## src/verilog/cph_consts.svh

```systemverilog
`ifndef CPH_CONSTS_SVH
`define CPH_CONSTS_SVH

// ---------------------------------------------------------------
// widths
// ---------------------------------------------------------------
`define CPH_RATIO_W 32
`define CPH_ADJ_W 34
`define CPH_LEN_W 34

// ---------------------------------------------------------------
// phase length limits, in source clock periods
// ---------------------------------------------------------------
`define CPH_MIN_PHASE 34'h2
`define CPH_ONE_PHASE 34'h1
`define CPH_MAX_STEP 35'sh1_0000_0000
`define CPH_ADJ_POS_SAT 34'sh1_ffff_ffff
`define CPH_ADJ_NEG_SAT 34'sh2_0000_0000
`define CPH_MIN_COARSE_RATIO 32'h5
`define CPH_MIN_RATIO 32'h2

// ---------------------------------------------------------------
// supply codes for the level check
// ---------------------------------------------------------------
`define CPH_VDD_3V3 3'h0
`define CPH_VDD_2V5 3'h1
`define CPH_VDD_1V8 3'h2

`endif

```

## src/verilog/cph_pkg.sv

```systemverilog
package cph_pkg;
    `include "cph_consts.svh"

    // divider setting: ratio and programmed high width
    typedef struct packed {
        logic [`CPH_RATIO_W-1:0] ratio;
        logic [`CPH_RATIO_W-1:0] duty_high;
    } cph_div_cfg_t;

    // output buffer setting
    typedef struct packed {
        logic diff_mode;
        logic comp_invert;
        logic [1:0] diff_swing_code;
        logic [2:0] common_mode_code;
        logic [1:0] se_impedance_code;
        logic [2:0] output_supply_code;
    } cph_buf_cfg_t;

    typedef enum logic {CPH_HIGH, CPH_LOW} cph_phase_t;
endpackage

```

## src/verilog/cph_len_calc.sv

```systemverilog
`timescale 1ns/1ps
module cph_len_calc (
    input wire logic [31:0] i_ratio,
    input wire logic [31:0] i_duty_high,
    input wire logic i_duty_mode,
    input wire logic signed [33:0] i_adj,
    input wire logic i_apply,
    output logic [33:0] o_high_len,
    output logic [33:0] o_low_len
);
    import cph_pkg::*;

    logic [33:0] base_h;
    logic [33:0] base_l;
    logic signed [34:0] adj_h;
    logic signed [34:0] adj_l;
    logic signed [34:0] half;

    // limit one phase step to the largest allowed change
    function automatic logic signed [34:0] lim_step(
        input logic signed [34:0] a);
        if (a > `CPH_MAX_STEP) begin
            lim_step = `CPH_MAX_STEP; // [RULE4]
        end else if (a < -`CPH_MAX_STEP) begin
            lim_step = -`CPH_MAX_STEP;
        end else begin
            lim_step = a;
        end
    endfunction

    // base plus step, never below the shortest phase
    function automatic logic [33:0] add_phase(input logic [33:0] b,
        input logic signed [34:0] a);
        logic signed [35:0] s;
        s = $signed({2'b00, b}) + 36'(a);
        if (s < $signed({2'b00, `CPH_MIN_PHASE})) begin
            add_phase = `CPH_MIN_PHASE; // [RULE2]
        end else begin
            add_phase = s[33:0];
        end
    endfunction

    // base lengths: programmed high width or an even split
    always_comb begin
        if (i_ratio < `CPH_MIN_RATIO) begin
            base_h = `CPH_ONE_PHASE;
            base_l = `CPH_ONE_PHASE;
        end else if (i_duty_mode) begin
            base_h = {2'b00, i_duty_high};
            base_l = {2'b00, i_ratio - i_duty_high};
        end else begin
            base_h = {3'b000, i_ratio[31:1]};
            base_l = {2'b00, i_ratio - {1'b0, i_ratio[31:1]}};
        end
    end

    // share the step between the phases, or put all of it on low in duty mode
    always_comb begin
        half = 35'(i_adj) >>> 1;
        if (i_duty_mode) begin
            adj_h = '0;
            adj_l = lim_step(35'(i_adj));
        end else begin
            adj_h = lim_step(half);
            adj_l = lim_step(35'(i_adj) - half);
        end
        // a programmed high width is never touched, not even by the clamp
        if (i_apply && !i_duty_mode) begin
            o_high_len = add_phase(base_h, adj_h); // [RULE6]
        end else begin
            o_high_len = base_h; // [RULE7]
        end
        if (i_apply) begin
            o_low_len = add_phase(base_l, adj_l);
        end else begin
            o_low_len = base_l;
        end
    end
endmodule

```

## src/verilog/cph_out_buf.sv

```systemverilog
`timescale 1ns/1ps
module cph_out_buf (
    input wire logic i_mclk,
    input wire logic i_rst_n,
    input wire logic i_clk_level,
    input wire cph_pkg::cph_buf_cfg_t i_cfg,
    output logic o_true_output_pin,
    output logic o_complement_output_pin,
    output cph_pkg::cph_buf_cfg_t o_cfg,
    output logic o_level_cfg_err
);
    import cph_pkg::*;

    // highest crossing level code allowed for supply and swing
    function automatic logic [3:0] max_cm(input logic [2:0] vdd,
        input logic [1:0] sw);
        case (vdd)
            `CPH_VDD_3V3: max_cm = (sw[1]) ? (sw[0] ? 4'h5 : 4'h6)
                                           : 4'h7;
            `CPH_VDD_2V5: max_cm = (sw == 2'h0) ? 4'h4
                                 : (sw == 2'h3) ? 4'h2 : 4'h3;
            `CPH_VDD_1V8: max_cm = (sw[1]) ? 4'h0
                                 : (sw[0] ? 4'h1 : 4'h2);
            default: max_cm = 4'hf;
        endcase
    endfunction

    // pin drive: complementary pair, or two single ended copies unless comp_invert inverts the complement pin
    always_ff @(posedge i_mclk) begin
        if (!i_rst_n) begin
            o_true_output_pin <= 1'b0;
            o_complement_output_pin <= 1'b0;
        end else begin
            o_true_output_pin <= i_clk_level; // [RULE10]
            if (i_cfg.diff_mode || i_cfg.comp_invert) begin
                o_complement_output_pin <= ~i_clk_level; // [RULE12]
            end else begin
                o_complement_output_pin <= i_clk_level; // [RULE11]
            end
        end
    end

    // registered level, swing and impedance codes to the pads
    always_ff @(posedge i_mclk) begin
        if (!i_rst_n) begin
            o_cfg <= '0;
            o_level_cfg_err <= 1'b0;
        end else begin
            o_cfg <= i_cfg; // [RULE13] [RULE14] [RULE15]
            // a crossing level out of reach, or an undefined supply code in diff
            o_level_cfg_err <= i_cfg.diff_mode &&
                ({1'b0, i_cfg.common_mode_code} >
                 max_cm(i_cfg.output_supply_code,
                        i_cfg.diff_swing_code)
                 || i_cfg.output_supply_code > `CPH_VDD_1V8); // [RULE14]
        end
    end
endmodule

```

## src/verilog/cph_coarse_phase.sv

```systemverilog
`timescale 1ns/1ps

// Operation
// (RULE1) coarse shift moves output edges in whole source clock periods
// (RULE2) shortened phases never go below two source periods each
// (RULE3) ratios one to four refuse coarse shifts; use fine adjust
// (RULE4) one request changes each phase by at most 2^32 periods
// (RULE5) positive value lengthens, negative shortens, all in one period
// (RULE6) even duty output splits the change over high and low
// (RULE7) programmed duty output puts the whole change on low phase
// (RULE8) any number of successive requests accepted and applied
// (RULE9) software should split large shifts into smaller steps
// (RULE10) buffer runs as one differential or two single ended pins
// (RULE11) single ended pins carry identical copies of one clock
// (RULE12) a setting inverts the complement pin in single ended mode
// (RULE13) two bit swing code picks one of four differential swings
// (RULE14) three bit code picks one of eight crossing levels
// (RULE15) single ended mode offers four drive impedance choices
// (RULE16) output clock is source clock divided by 32-bit ratio; ratios 0 and 1 give a period of two source cycles
// (RULE17) output is even duty unless a high width is programmed
// (RULE18) programmed high width counts source cycles, below ratio
// (RULE19) each request is one shot, applied at next period start
module cph_coarse_phase (
    input wire logic i_mclk,
    input wire logic i_rst_n,
    input wire cph_pkg::cph_div_cfg_t i_div_cfg,
    input wire cph_pkg::cph_buf_cfg_t i_buf_cfg,
    input wire logic signed [33:0] i_coarse_phase_shift_value,
    input wire logic i_adj_wr,
    output logic o_true_output_pin,
    output logic o_complement_output_pin,
    output cph_pkg::cph_buf_cfg_t o_buf_cfg,
    output logic o_level_cfg_err,
    output logic o_adj_pending,
    output logic o_adj_refused,
    output logic o_adj_done,
    output logic o_period_start
);
    import cph_pkg::*;

    // ---------------------------------------------------------------
    // declarations
    // ---------------------------------------------------------------
    cph_phase_t phase_q;
    logic [33:0] cnt_q;
    logic [33:0] low_len_q;
    logic [33:0] high_len_q;
    logic [33:0] calc_high;
    logic [33:0] calc_low;
    logic signed [33:0] adj_q;
    logic signed [33:0] adj_d;
    logic signed [34:0] adj_sum;
    logic boundary;
    logic high_end;
    logic duty_mode;
    logic coarse_ok;
    logic wr_ok;

    // ---------------------------------------------------------------
    // setting decode
    // ---------------------------------------------------------------

    // programmed width used only when nonzero and below the ratio
    assign duty_mode = (i_div_cfg.duty_high != '0) &&
        (i_div_cfg.duty_high < i_div_cfg.ratio); // [RULE17] [RULE18]
    // coarse shifts need at least two periods in each phase
    assign coarse_ok = i_div_cfg.ratio >= `CPH_MIN_COARSE_RATIO; // [RULE3]
    assign wr_ok = i_adj_wr && coarse_ok;
    // last cycle of the low phase closes the output period
    assign boundary = (phase_q == CPH_LOW) && (cnt_q <= `CPH_ONE_PHASE);
    assign high_end = (phase_q == CPH_HIGH) && (cnt_q <= `CPH_ONE_PHASE);

    // ---------------------------------------------------------------
    // pending request
    // ---------------------------------------------------------------

    // a write while a request waits adds to it, saturating
    always_comb begin
        adj_sum = 35'(adj_q) + 35'(i_coarse_phase_shift_value);
        if (o_adj_pending && !boundary) begin
            if (adj_sum > 35'(`CPH_ADJ_POS_SAT)) begin
                adj_d = `CPH_ADJ_POS_SAT; // [RULE8]
            end else if (adj_sum < 35'(`CPH_ADJ_NEG_SAT)) begin
                adj_d = `CPH_ADJ_NEG_SAT;
            end else begin
                adj_d = adj_sum[33:0];
            end
        end else begin
            adj_d = i_coarse_phase_shift_value;
        end
    end

    // request latch: a new write wins over consumption
    always_ff @(posedge i_mclk) begin
        if (!i_rst_n) begin
            adj_q <= '0;
            o_adj_pending <= 1'b0;
        end else if (wr_ok) begin
            adj_q <= adj_d; // [RULE8]
            o_adj_pending <= 1'b1;
        end else if (boundary || !coarse_ok) begin
            adj_q <= '0;
            o_adj_pending <= 1'b0; // [RULE19]
        end
    end

    // request outcome strobes
    always_ff @(posedge i_mclk) begin
        if (!i_rst_n) begin
            o_adj_refused <= 1'b0;
            o_adj_done <= 1'b0;
        end else begin
            o_adj_refused <= i_adj_wr && !coarse_ok; // [RULE3]
            o_adj_done <= boundary && o_adj_pending && coarse_ok;
        end
    end

    // ---------------------------------------------------------------
    // next period lengths
    // ---------------------------------------------------------------

    // base split plus the pending shift, clamped per phase
    cph_len_calc u_calc (
        .i_ratio(i_div_cfg.ratio),
        .i_duty_high(i_div_cfg.duty_high),
        .i_duty_mode(duty_mode),
        .i_adj(adj_q),
        .i_apply(o_adj_pending && coarse_ok), // [RULE1] [RULE5]
        .o_high_len(calc_high),
        .o_low_len(calc_low)
    );

    // ---------------------------------------------------------------
    // integer divider with phase counter
    // ---------------------------------------------------------------

    // high then low phase, lengths frozen at each period start
    always_ff @(posedge i_mclk) begin
        if (!i_rst_n) begin
            phase_q <= CPH_LOW;
            cnt_q <= `CPH_ONE_PHASE;
            high_len_q <= `CPH_ONE_PHASE;
            low_len_q <= `CPH_ONE_PHASE;
        end else if (boundary) begin
            phase_q <= CPH_HIGH; // [RULE16]
            cnt_q <= calc_high; // [RULE6] [RULE7]
            high_len_q <= calc_high;
            low_len_q <= calc_low; // [RULE5]
        end else if (high_end) begin
            phase_q <= CPH_LOW;
            cnt_q <= low_len_q;
        end else begin
            cnt_q <= cnt_q - `CPH_ONE_PHASE;
        end
    end

    // period start strobe
    always_ff @(posedge i_mclk) begin
        if (!i_rst_n) begin
            o_period_start <= 1'b0;
        end else begin
            o_period_start <= boundary;
        end
    end

    // ---------------------------------------------------------------
    // output buffer
    // ---------------------------------------------------------------

    // pin drive and pad codes
    cph_out_buf u_buf (
        .i_mclk(i_mclk),
        .i_rst_n(i_rst_n),
        .i_clk_level(phase_q == CPH_HIGH),
        .i_cfg(i_buf_cfg),
        .o_true_output_pin(o_true_output_pin),
        .o_complement_output_pin(o_complement_output_pin),
        .o_cfg(o_buf_cfg),
        .o_level_cfg_err(o_level_cfg_err)
    );

    logic [33:0] run_q;
    logic signed [35:0] base_tot;
    logic signed [35:0] new_tot;

    // length of the current high run, for the width checks
    always_ff @(posedge i_mclk) begin
        if (!i_rst_n) begin
            run_q <= '0;
        end else if (phase_q == CPH_HIGH) begin
            run_q <= run_q + `CPH_ONE_PHASE;
        end else begin
            run_q <= '0;
        end
    end

    assign base_tot = 36'(i_div_cfg.ratio);
    assign new_tot = 36'(calc_high) + 36'(calc_low);
endmodule

```

## config.mk

```make
export PLATFORM = sky130hd
export DESIGN_NAME = cph_coarse_phase
export DESIGN_NICKNAME = d
export VERILOG_FILES = /design/src/verilog/cph_pkg.sv /design/src/verilog/cph_len_calc.sv /design/src/verilog/cph_out_buf.sv /design/src/verilog/cph_coarse_phase.sv
export VERILOG_INCLUDE_DIRS = /design/src /design/src/verilog
export SDC_FILE = /design/constraint.sdc
export NUM_CORES = 1
export LEC_CHECK = 0
export BUFFER_PORTS_ARGS = -buffer_cell sky130_fd_sc_hd__buf_2
export CORE_UTILIZATION = 50
export CTS_BUF_LIST = sky130_fd_sc_hd__clkbuf_8
export DETAILED_ROUTE_END_ITERATION = 7
export GPL_ROUTABILITY_DRIVEN = 0
export PLACE_DENSITY = 0.68
export SYNTH_ARGS = -nofsm -noshare
export SYNTH_HDL_FRONTEND = slang
export SYNTH_SLANG_ARGS = --single-unit
```

## constraint.sdc

```tcl
create_clock -name i_mclk -period 10.4 [get_ports i_mclk]
set_input_delay 2.08 -clock i_mclk [delete_from_list [all_inputs] [get_ports i_mclk]]
set_output_delay 2.08 -clock i_mclk [all_outputs]
set_load 0.02 [all_outputs]
```

==> run_results.csv, run 1 <==
group,metric,value,unit
outcome,status,"finished, final reports clean",
synthesis,synth_edf_count,0,
detailed_routing,drt_iter0_markers,2651,
sta,max_freq,107,MHz
sta,rsz0062_at_grt,"false",
place,port_buffers,131,
worst_setup_path,cp-end-kind,"register",
die,rows,71,
global_route,grt_max_degree,70,
detailed_routing,first_pass_iters,6,
clocking,clkTransAtPathRegs,0.08,ns
layout,finalNonFillerCells,3366,
sta,worst_pin_slew,1.21,ns
clocking,numCtsBuffers,17,
worst_setup_path,crit_start,"i_div_cfg[32]",
worst_setup_path,reg2reg_from,"adj_q[1]$_SDFFE_PN0P_",
global_route,overflow,0,
worst_hold_path,min_to,"low_len_q[24]$_SDFFE_PN0P_",
layout,final_cell_area,20800,um2
sta,setup_violations,0,
clocking,cts-htree-levels,4,
worst_hold_path,hold_class,"reg -> reg",
place,placedCellCount,3334,
synthesis,synth_area,19400,um2
global_route,grt_pass1_vias,20200,
worst_setup_path,slowest_stage,"nand2_1",
layout,multi_input_comb_area,15800,um2
synthesis,async_reset_ff_share,0,%
sta,finClkSkew,0.0139,ns
clocking,clk_latency,0.49,ns
clocking,cts_num_sinks,122,
synthesis,syn_inst,2787,
sta,final_max_slew_viol_count,0,
worst_setup_path,critPathArrivalTime,9.76,ns
pwr,p_leak,9.41,nW
detailed_routing,vias,22100,
layout,area_delta_synth_final,7.30,%
synthesis,ys.flop_type,"dfxtp_1",
synthesis,ys_types,91,
global_route,grt_pass1_wl,112,mm
die,die_w,199,um
worst_setup_path,cp_max_fo,32,
synthesis,post-synth-top-area-cell,"ha_1",
layout,seq_area,2440,um2
clocking,cts_tree,"done",
synthesis,yosysWarnings,0,
worst_setup_path,required,10.77,ns
synthesis,ys_ff_latch,122,
flow_run,drv_cap,0,
clocking,cts_resized,0,
synthesis,syn-num-nets,3151,
detailed_routing,drtAntennaViolNets,0,
pwr,ir_worst_vdd,0.000138,V
sta,setup_tns,0,ns
layout,n_antenna_cell,0,
detailed_routing,routed_wl,73.1,mm
place,dpl_cell_area,20500,um2
die,core,37900,um2
worst_setup_path,critPathLaunchType,"input port",
die,die-area,39600,um2
worst_setup_path,worstSetupPathType,"in -> reg",
worst_setup_path,reg2reg_to,"low_len_q[13]$_SDFFE_PN0P_",
sta,final-hold-violation-count,0,
synthesis,synthTopCellsByArea,"ha_1, dfxtp_1, a21oi_1",
synthesis,syn_area_per_cell,6.97,um2
synthesis,synth_common_cells,"nand2_1, a21oi_1, ha_1",
die,die_h,199,um
worst_hold_path,hp-start,"low_len_q[24]$_SDFFE_PN0P_",
synthesis,ys_seq_area_share,12.6,%
clocking,hold_buffers,0,
synthesis,post-synth-top-count-cell,"nand2_1",
place,place_hpwl,59.4,mm
clocking,post_cts_buffers,0,
die,start_util,51.2,%
global_route,antenna_found_initial,0,
detailed_routing,drc,0,
worst_hold_path,whs_path_depth,2,
sta,min_period,9.39,ns
global_route,track_usage,36.3,%
pwr,powerDensity,220,nW/um2
layout,final.fill_count,3732,
layout,final_layout_size_suffix_gt1_share,7.81,%
detailed_routing,vias_per_cell,6.57,
detailed_routing,wl_per_cell,21.7,um
die,pin_count,132,
sta,period_share,90.2,%
worst_setup_path,r2r_setup_slack,1.56,ns
layout,fin_nets,3206,
worst_setup_path,r2r.worst_path.cells,24,
worst_setup_path,critPathMaxStageDelay,0.69,ns
clocking,cts_root_buf,"clkbuf_8",
clocking,clock_path_buffers,2,
sta,slew-limit-headroom,19.2,%
synthesis,synth_top_area_share,15.8,%
-- kinds of logic after synthesis --
logic type	share of synthesized area (%)
AO/OA/AOI/OAI	33.6
flip-flops	12.6
buffers and inverters	5.95
adder cells (fa/ha/maj)	16.5
XOR/XNOR	7.22
multiplexers	0.677
AND/OR/NAND/NOR	23.6
-- through the flow --
| stage | setup WS (ns) | power, mW | utilization [%] | hold WS [ns] |
|---|---|---|---|---|
| 4_1_cts | 1.27 | 4.45 | 54.9 | 0.469 |
| 6_report | 1.01 | 4.58 | 54.9 | 0.470 |
| 3_3_place_gp | 1.09 | 3.98 | 53.9 | 0.443 |
| 3_5_place_dp | 0.780 | 4.03 | 53.9 | 0.453 |
| 5_1_grt | 0.452 | 4.88 | 54.9 | 0.480 |
| 2_1_floorplan | 2.29 | 3.10 | - | 0.427 |
-- report_power, final --
group          leakage, nW  internal, mW  switching (mW)  total [mW]
clock                0.187         0.195           0.223       0.419
sequential           0.996         0.561           0.110       0.671
combinational         8.23          1.25            2.24        3.49
-- metal layers --
metal / vias to the layer above / global-route usage, % / wire, um
li1: 10400 / - / -
met1: 10300 / 47.8 / 30600
met2: 1207 / 56.1 / 30900
met3: 230 / 5.91 / 6980
met4: 0 / 20.5 / 4600
met5: - / 0 / 0
-- worst max-delay path: cells and delay by family --
kind,cells,cell delay (ns)
buffers and inverters,3,0.25
AO/OA/AOI/OAI,14,4.55
AND/OR/NAND/NOR,5,1.82
adder cells (fa/ha/maj),3,1.04
-- cell usage in the layout, fill, tap and decap left out, drive strengths merged, types with 26 or more instances in the layout --
cell type,synthesis,routed
o211ai,37,37
nand2,272,272
o21ai,201,201
nand3,76,76
ha,245,245
a221oi,31,31
a21o,69,69
a31oi,38,38
o21a,37,37
xor2,66,66
a22oi,43,43
dfxtp,122,122
nor2b,33,33
nor4,32,32
or3,27,27
nand2b,40,40
xnor2,94,94
and3,35,35
nand4,33,33
buf,16,154
nor2,236,236
a211oi,43,43
nor3,69,69
inv,186,190
a21oi,267,267
o21bai,29,29
and2,37,37
o31ai,26,26
-- worst max-delay path by stage --
stage                                       to  cells after the start
floorplan                 cnt_q[28]$_SDFF_PN0_                     29
global placement    low_len_q[10]$_SDFFE_PN0P_                     25
detailed placement  low_len_q[13]$_SDFFE_PN0P_                     27
CTS                 low_len_q[13]$_SDFFE_PN0P_                     27
global route        low_len_q[10]$_SDFFE_PN0P_                     27
finish              low_len_q[13]$_SDFFE_PN0P_                     25
-- flip-flops by register name, summed over array words and instances, names as in the netlist --
name                           count
adj_q                             34
cnt_q                             34
low_len_q                         34
u_buf.o_cfg                       12
o_adj_done                         1
o_adj_pending                      1
o_adj_refused                      1
o_period_start                     1
phase_q                            1
u_buf.o_complement_output_pin      1
u_buf.o_level_cfg_err              1
u_buf.o_true_output_pin            1
-- layout make-up --
class                      instances  area share [%]
clock buffer                      18            1.19
clock inverter                    14           0.595
inverter                         186            3.35
multi-input combinational       2361            76.0
sequential                       122            11.7
tap                              511            3.07
timing repair buffer             154            4.04
Power figures use the tool's default switching activity.
==> inputs of run 2 (changes only) <==
- ABC_AREA: unset -> 1
==> run 2 against run 1 <==
The flow now finishes with violations (design-rule violations); core utilization down 0.74 points; cell area increased by 9.6%; global-route usage decreased by 0.16 points; die area grew 11%; clock power is essentially flat; cell count increased by 31%; register-to-register slack better by 1.1 ns; power is 4.8% higher; non-clock buffer count decreased by 12.
==> run_results.csv, run 2 <==
group,metric,value,unit
pwr,power,4.80,mW
global_route,grt_max_degree,66,
worst_setup_path,critPathArrivalTime,8.89,ns
sta,post-route-worst-setup-slack,1.87,ns
worst_setup_path,worstSetupPathType,"in -> reg",
layout,final.fill_count,4546,
worst_hold_path,hp-start,"low_len_q[33]$_SDFFE_PN0P_",
place,port_buffers,131,
detailed_routing,routed_wl,80.9,mm
worst_setup_path,reg2reg_from,"adj_q[1]$_SDFFE_PN0P_",
worst_setup_path,r2r_setup_slack,2.65,ns
synthesis,synth_area,21500,um2
global_route,overflow,0,
detailed_routing,wl_per_cell,18.3,um
worst_setup_path,cp-end-kind,"register",
detailed_routing,vias,25000,
sta,max_freq,117,MHz
layout,final_common_cell,"nand2_1",
worst_setup_path,reg2reg_to,"low_len_q[8]$_SDFFE_PN0P_",
die,die-area,43800,um2
worst_setup_path,required,10.76,ns
clocking,cts_tree,"done",
flow_run,drv_cap,0,
sta,slew-limit-headroom,18.1,%
synthesis,synth_top_area_share,17.4,%
global_route,antenna_found_initial,0,
synthesis,syn-num-nets,4153,
place,place_hpwl,67.5,mm
sta,rsz0062_at_grt,"false",
detailed_routing,vias_per_cell,5.66,
worst_hold_path,hold_class,"reg -> reg",
sta,worst_pin_slew,1.23,ns
layout,final_layout_size_suffix_gt1_share,6.07,%
sta,min_period,8.53,ns
pwr,ir_worst_vdd,0.000102,V
synthesis,ys.flop_type,"dfxtp_1",
worst_setup_path,critPathMaxStageDelay,0.96,ns
detailed_routing,drtAntennaViolNets,0,
worst_setup_path,r2r.worst_path.cells,34,
layout,top_regs,"adj_q: 34 flops, cnt_q: 34 flops, low_len_q: 34 flops",
global_route,grt_pass1_vias,22300,
clocking,clkTransAtPathRegs,0.09,ns
worst_setup_path,cp_max_fo,45,
synthesis,syn_area_per_cell,5.67,um2
worst_setup_path,critPathLaunchType,"input port",
pwr,powerDensity,210,nW/um2
clocking,cts_resized,0,
synthesis,synth_edf_count,0,
clocking,cts-htree-levels,4,
sta,final-hold-violation-count,0,
layout,fin_nets,4224,
die,die_h,209,um
sta,finClkSkew,0.0177,ns
clocking,post_cts_buffers,0,
clocking,clock_path_buffers,2,
synthesis,async_reset_ff_share,0,%
sta,period_share,82.1,%
worst_hold_path,min_to,"low_len_q[33]$_SDFFE_PN0P_",
synthesis,ys_seq_area_share,11.4,%
synthesis,ys_ff_latch,122,
detailed_routing,drt_iter0_markers,2758,
die,core,42100,um2
sta,timing.hold.ws,0.465,ns
sta,setup_violations,0,
clocking,cts_root_buf,"clkbuf_8",
synthesis,synthTopCellsByArea,"nand2_1, ha_1, dfxtp_1",
layout,most-common-layout-cells,"nand2_1, inv_1, nor2_1",
synthesis,post-synth-top-count-cell,"nand2_1",
die,pin_count,132,
outcome,violations,"design-rule violations",
die,start_util,51.0,%
synthesis,yosysWarnings,0,
die,die_w,209,um
detailed_routing,first_pass_iters,8,
pwr,p_leak,12.2,nW
die,rows,75,
sta,setup_tns,0,ns
clocking,hold_buffers,0,
outcome,status,"finished with violations",
worst_hold_path,whs_path_depth,2,
synthesis,synth_common_cells,"nand2_1, inv_1, nor2_1",
worst_setup_path,crit_top_cell,"nand2_1",
layout,area_delta_synth_final,6.19,%
place,placedCellCount,4380,
global_route,track_usage,36.2,%
clocking,clk_latency,0.50,ns
clocking,cts_num_sinks,122,
sta,final_max_slew_viol_count,0,
detailed_routing,drc,2,
synthesis,post-synth-top-area-cell,"nand2_1",
global_route,grt_pass1_wl,124,mm
place,pre_cts_ws,1.77,ns
worst_setup_path,slowest_stage,"o21ai_0",
synthesis,ys_types,64,
clocking,numCtsBuffers,17,
synthesis,syn_inst,3789,
layout,finalNonFillerCells,4412,
## run 2: layout make-up
class / instances / area (um2) / share of cell area [%]
multi-input combinational: 2971 / 16300 / 71.6
timing repair buffer: 142 / 738 / 3.23
clock inverter: 14 / 125 / 0.548
clock buffer: 17 / 234 / 1.02
tap: 539 / 674 / 2.95
inverter: 606 / 2270 / 9.96
antenna: 1 / 2.50 / 0.0110
sequential: 122 / 2440 / 10.7
## run 2: metal layers
| metal | up-vias | track usage (%) | part of all wire [%] |
|---|---|---|---|
| met4 | 0 | 17.3 | 5.1 |
| met2 | 1212 | 55.6 | 42 |
| met3 | 185 | 6.34 | 9.4 |
| met5 | - | 0 | 0 |
| met1 | 11100 | 48.8 | 43 |
| li1 | 12500 | - | - |
## run 2: kinds of logic (layout without fill, tap and decap cells)
logic type	Yosys count	in the layout	synth area share (%)
and+or+nand+nor	1801	1801	35.3
AOI/OAI and AO/OA	780	780	20.2
buffers and inverters	696	779	12.7
adders and majority gates	251	251	14.8
xor gates and xnor gates	139	139	5.66
DFF	122	122	11.4
other	0	1	0
## run 2: how the worst max path moves through the flow
stage	startpoint	to	cells after the start
final	i_div_cfg[32]	low_len_q[8]$_SDFFE_PN0P_	34
after global routing	i_div_cfg[32]	low_len_q[7]$_SDFFE_PN0P_	34
after CTS	i_div_cfg[32]	low_len_q[16]$_SDFFE_PN0P_	36
after detailed placement	i_div_cfg[32]	low_len_q[31]$_SDFFE_PN0P_	38
after global placement	i_div_cfg[32]	cnt_q[31]$_SDFF_PN0_	34
after floorplan	i_div_cfg[32]	low_len_q[14]$_SDFFE_PN0P_	42
## run 2: critical path, delay by kind of cell
family	cells	cell delay, ns
fa+ha+maj	3	0.78
simple gates	21	3.69
buf+inv	6	0.80
compound gates	4	1.50
## run 2: where the power goes
group,switching (mW),internal [mW]
registers,0.106,0.565
logic,2.56,1.15
clock network,0.231,0.187
total,2.90,1.91
## run 2: metrics by stage
stage          cell area [um2]  utilization [%]
5_1_grt                  22800             54.2
4_1_cts                  22800             54.2
3_5_place_dp             22500             53.3
2_1_floorplan            21500                -
6_report                 22800             54.2
3_3_place_gp             22500             53.3
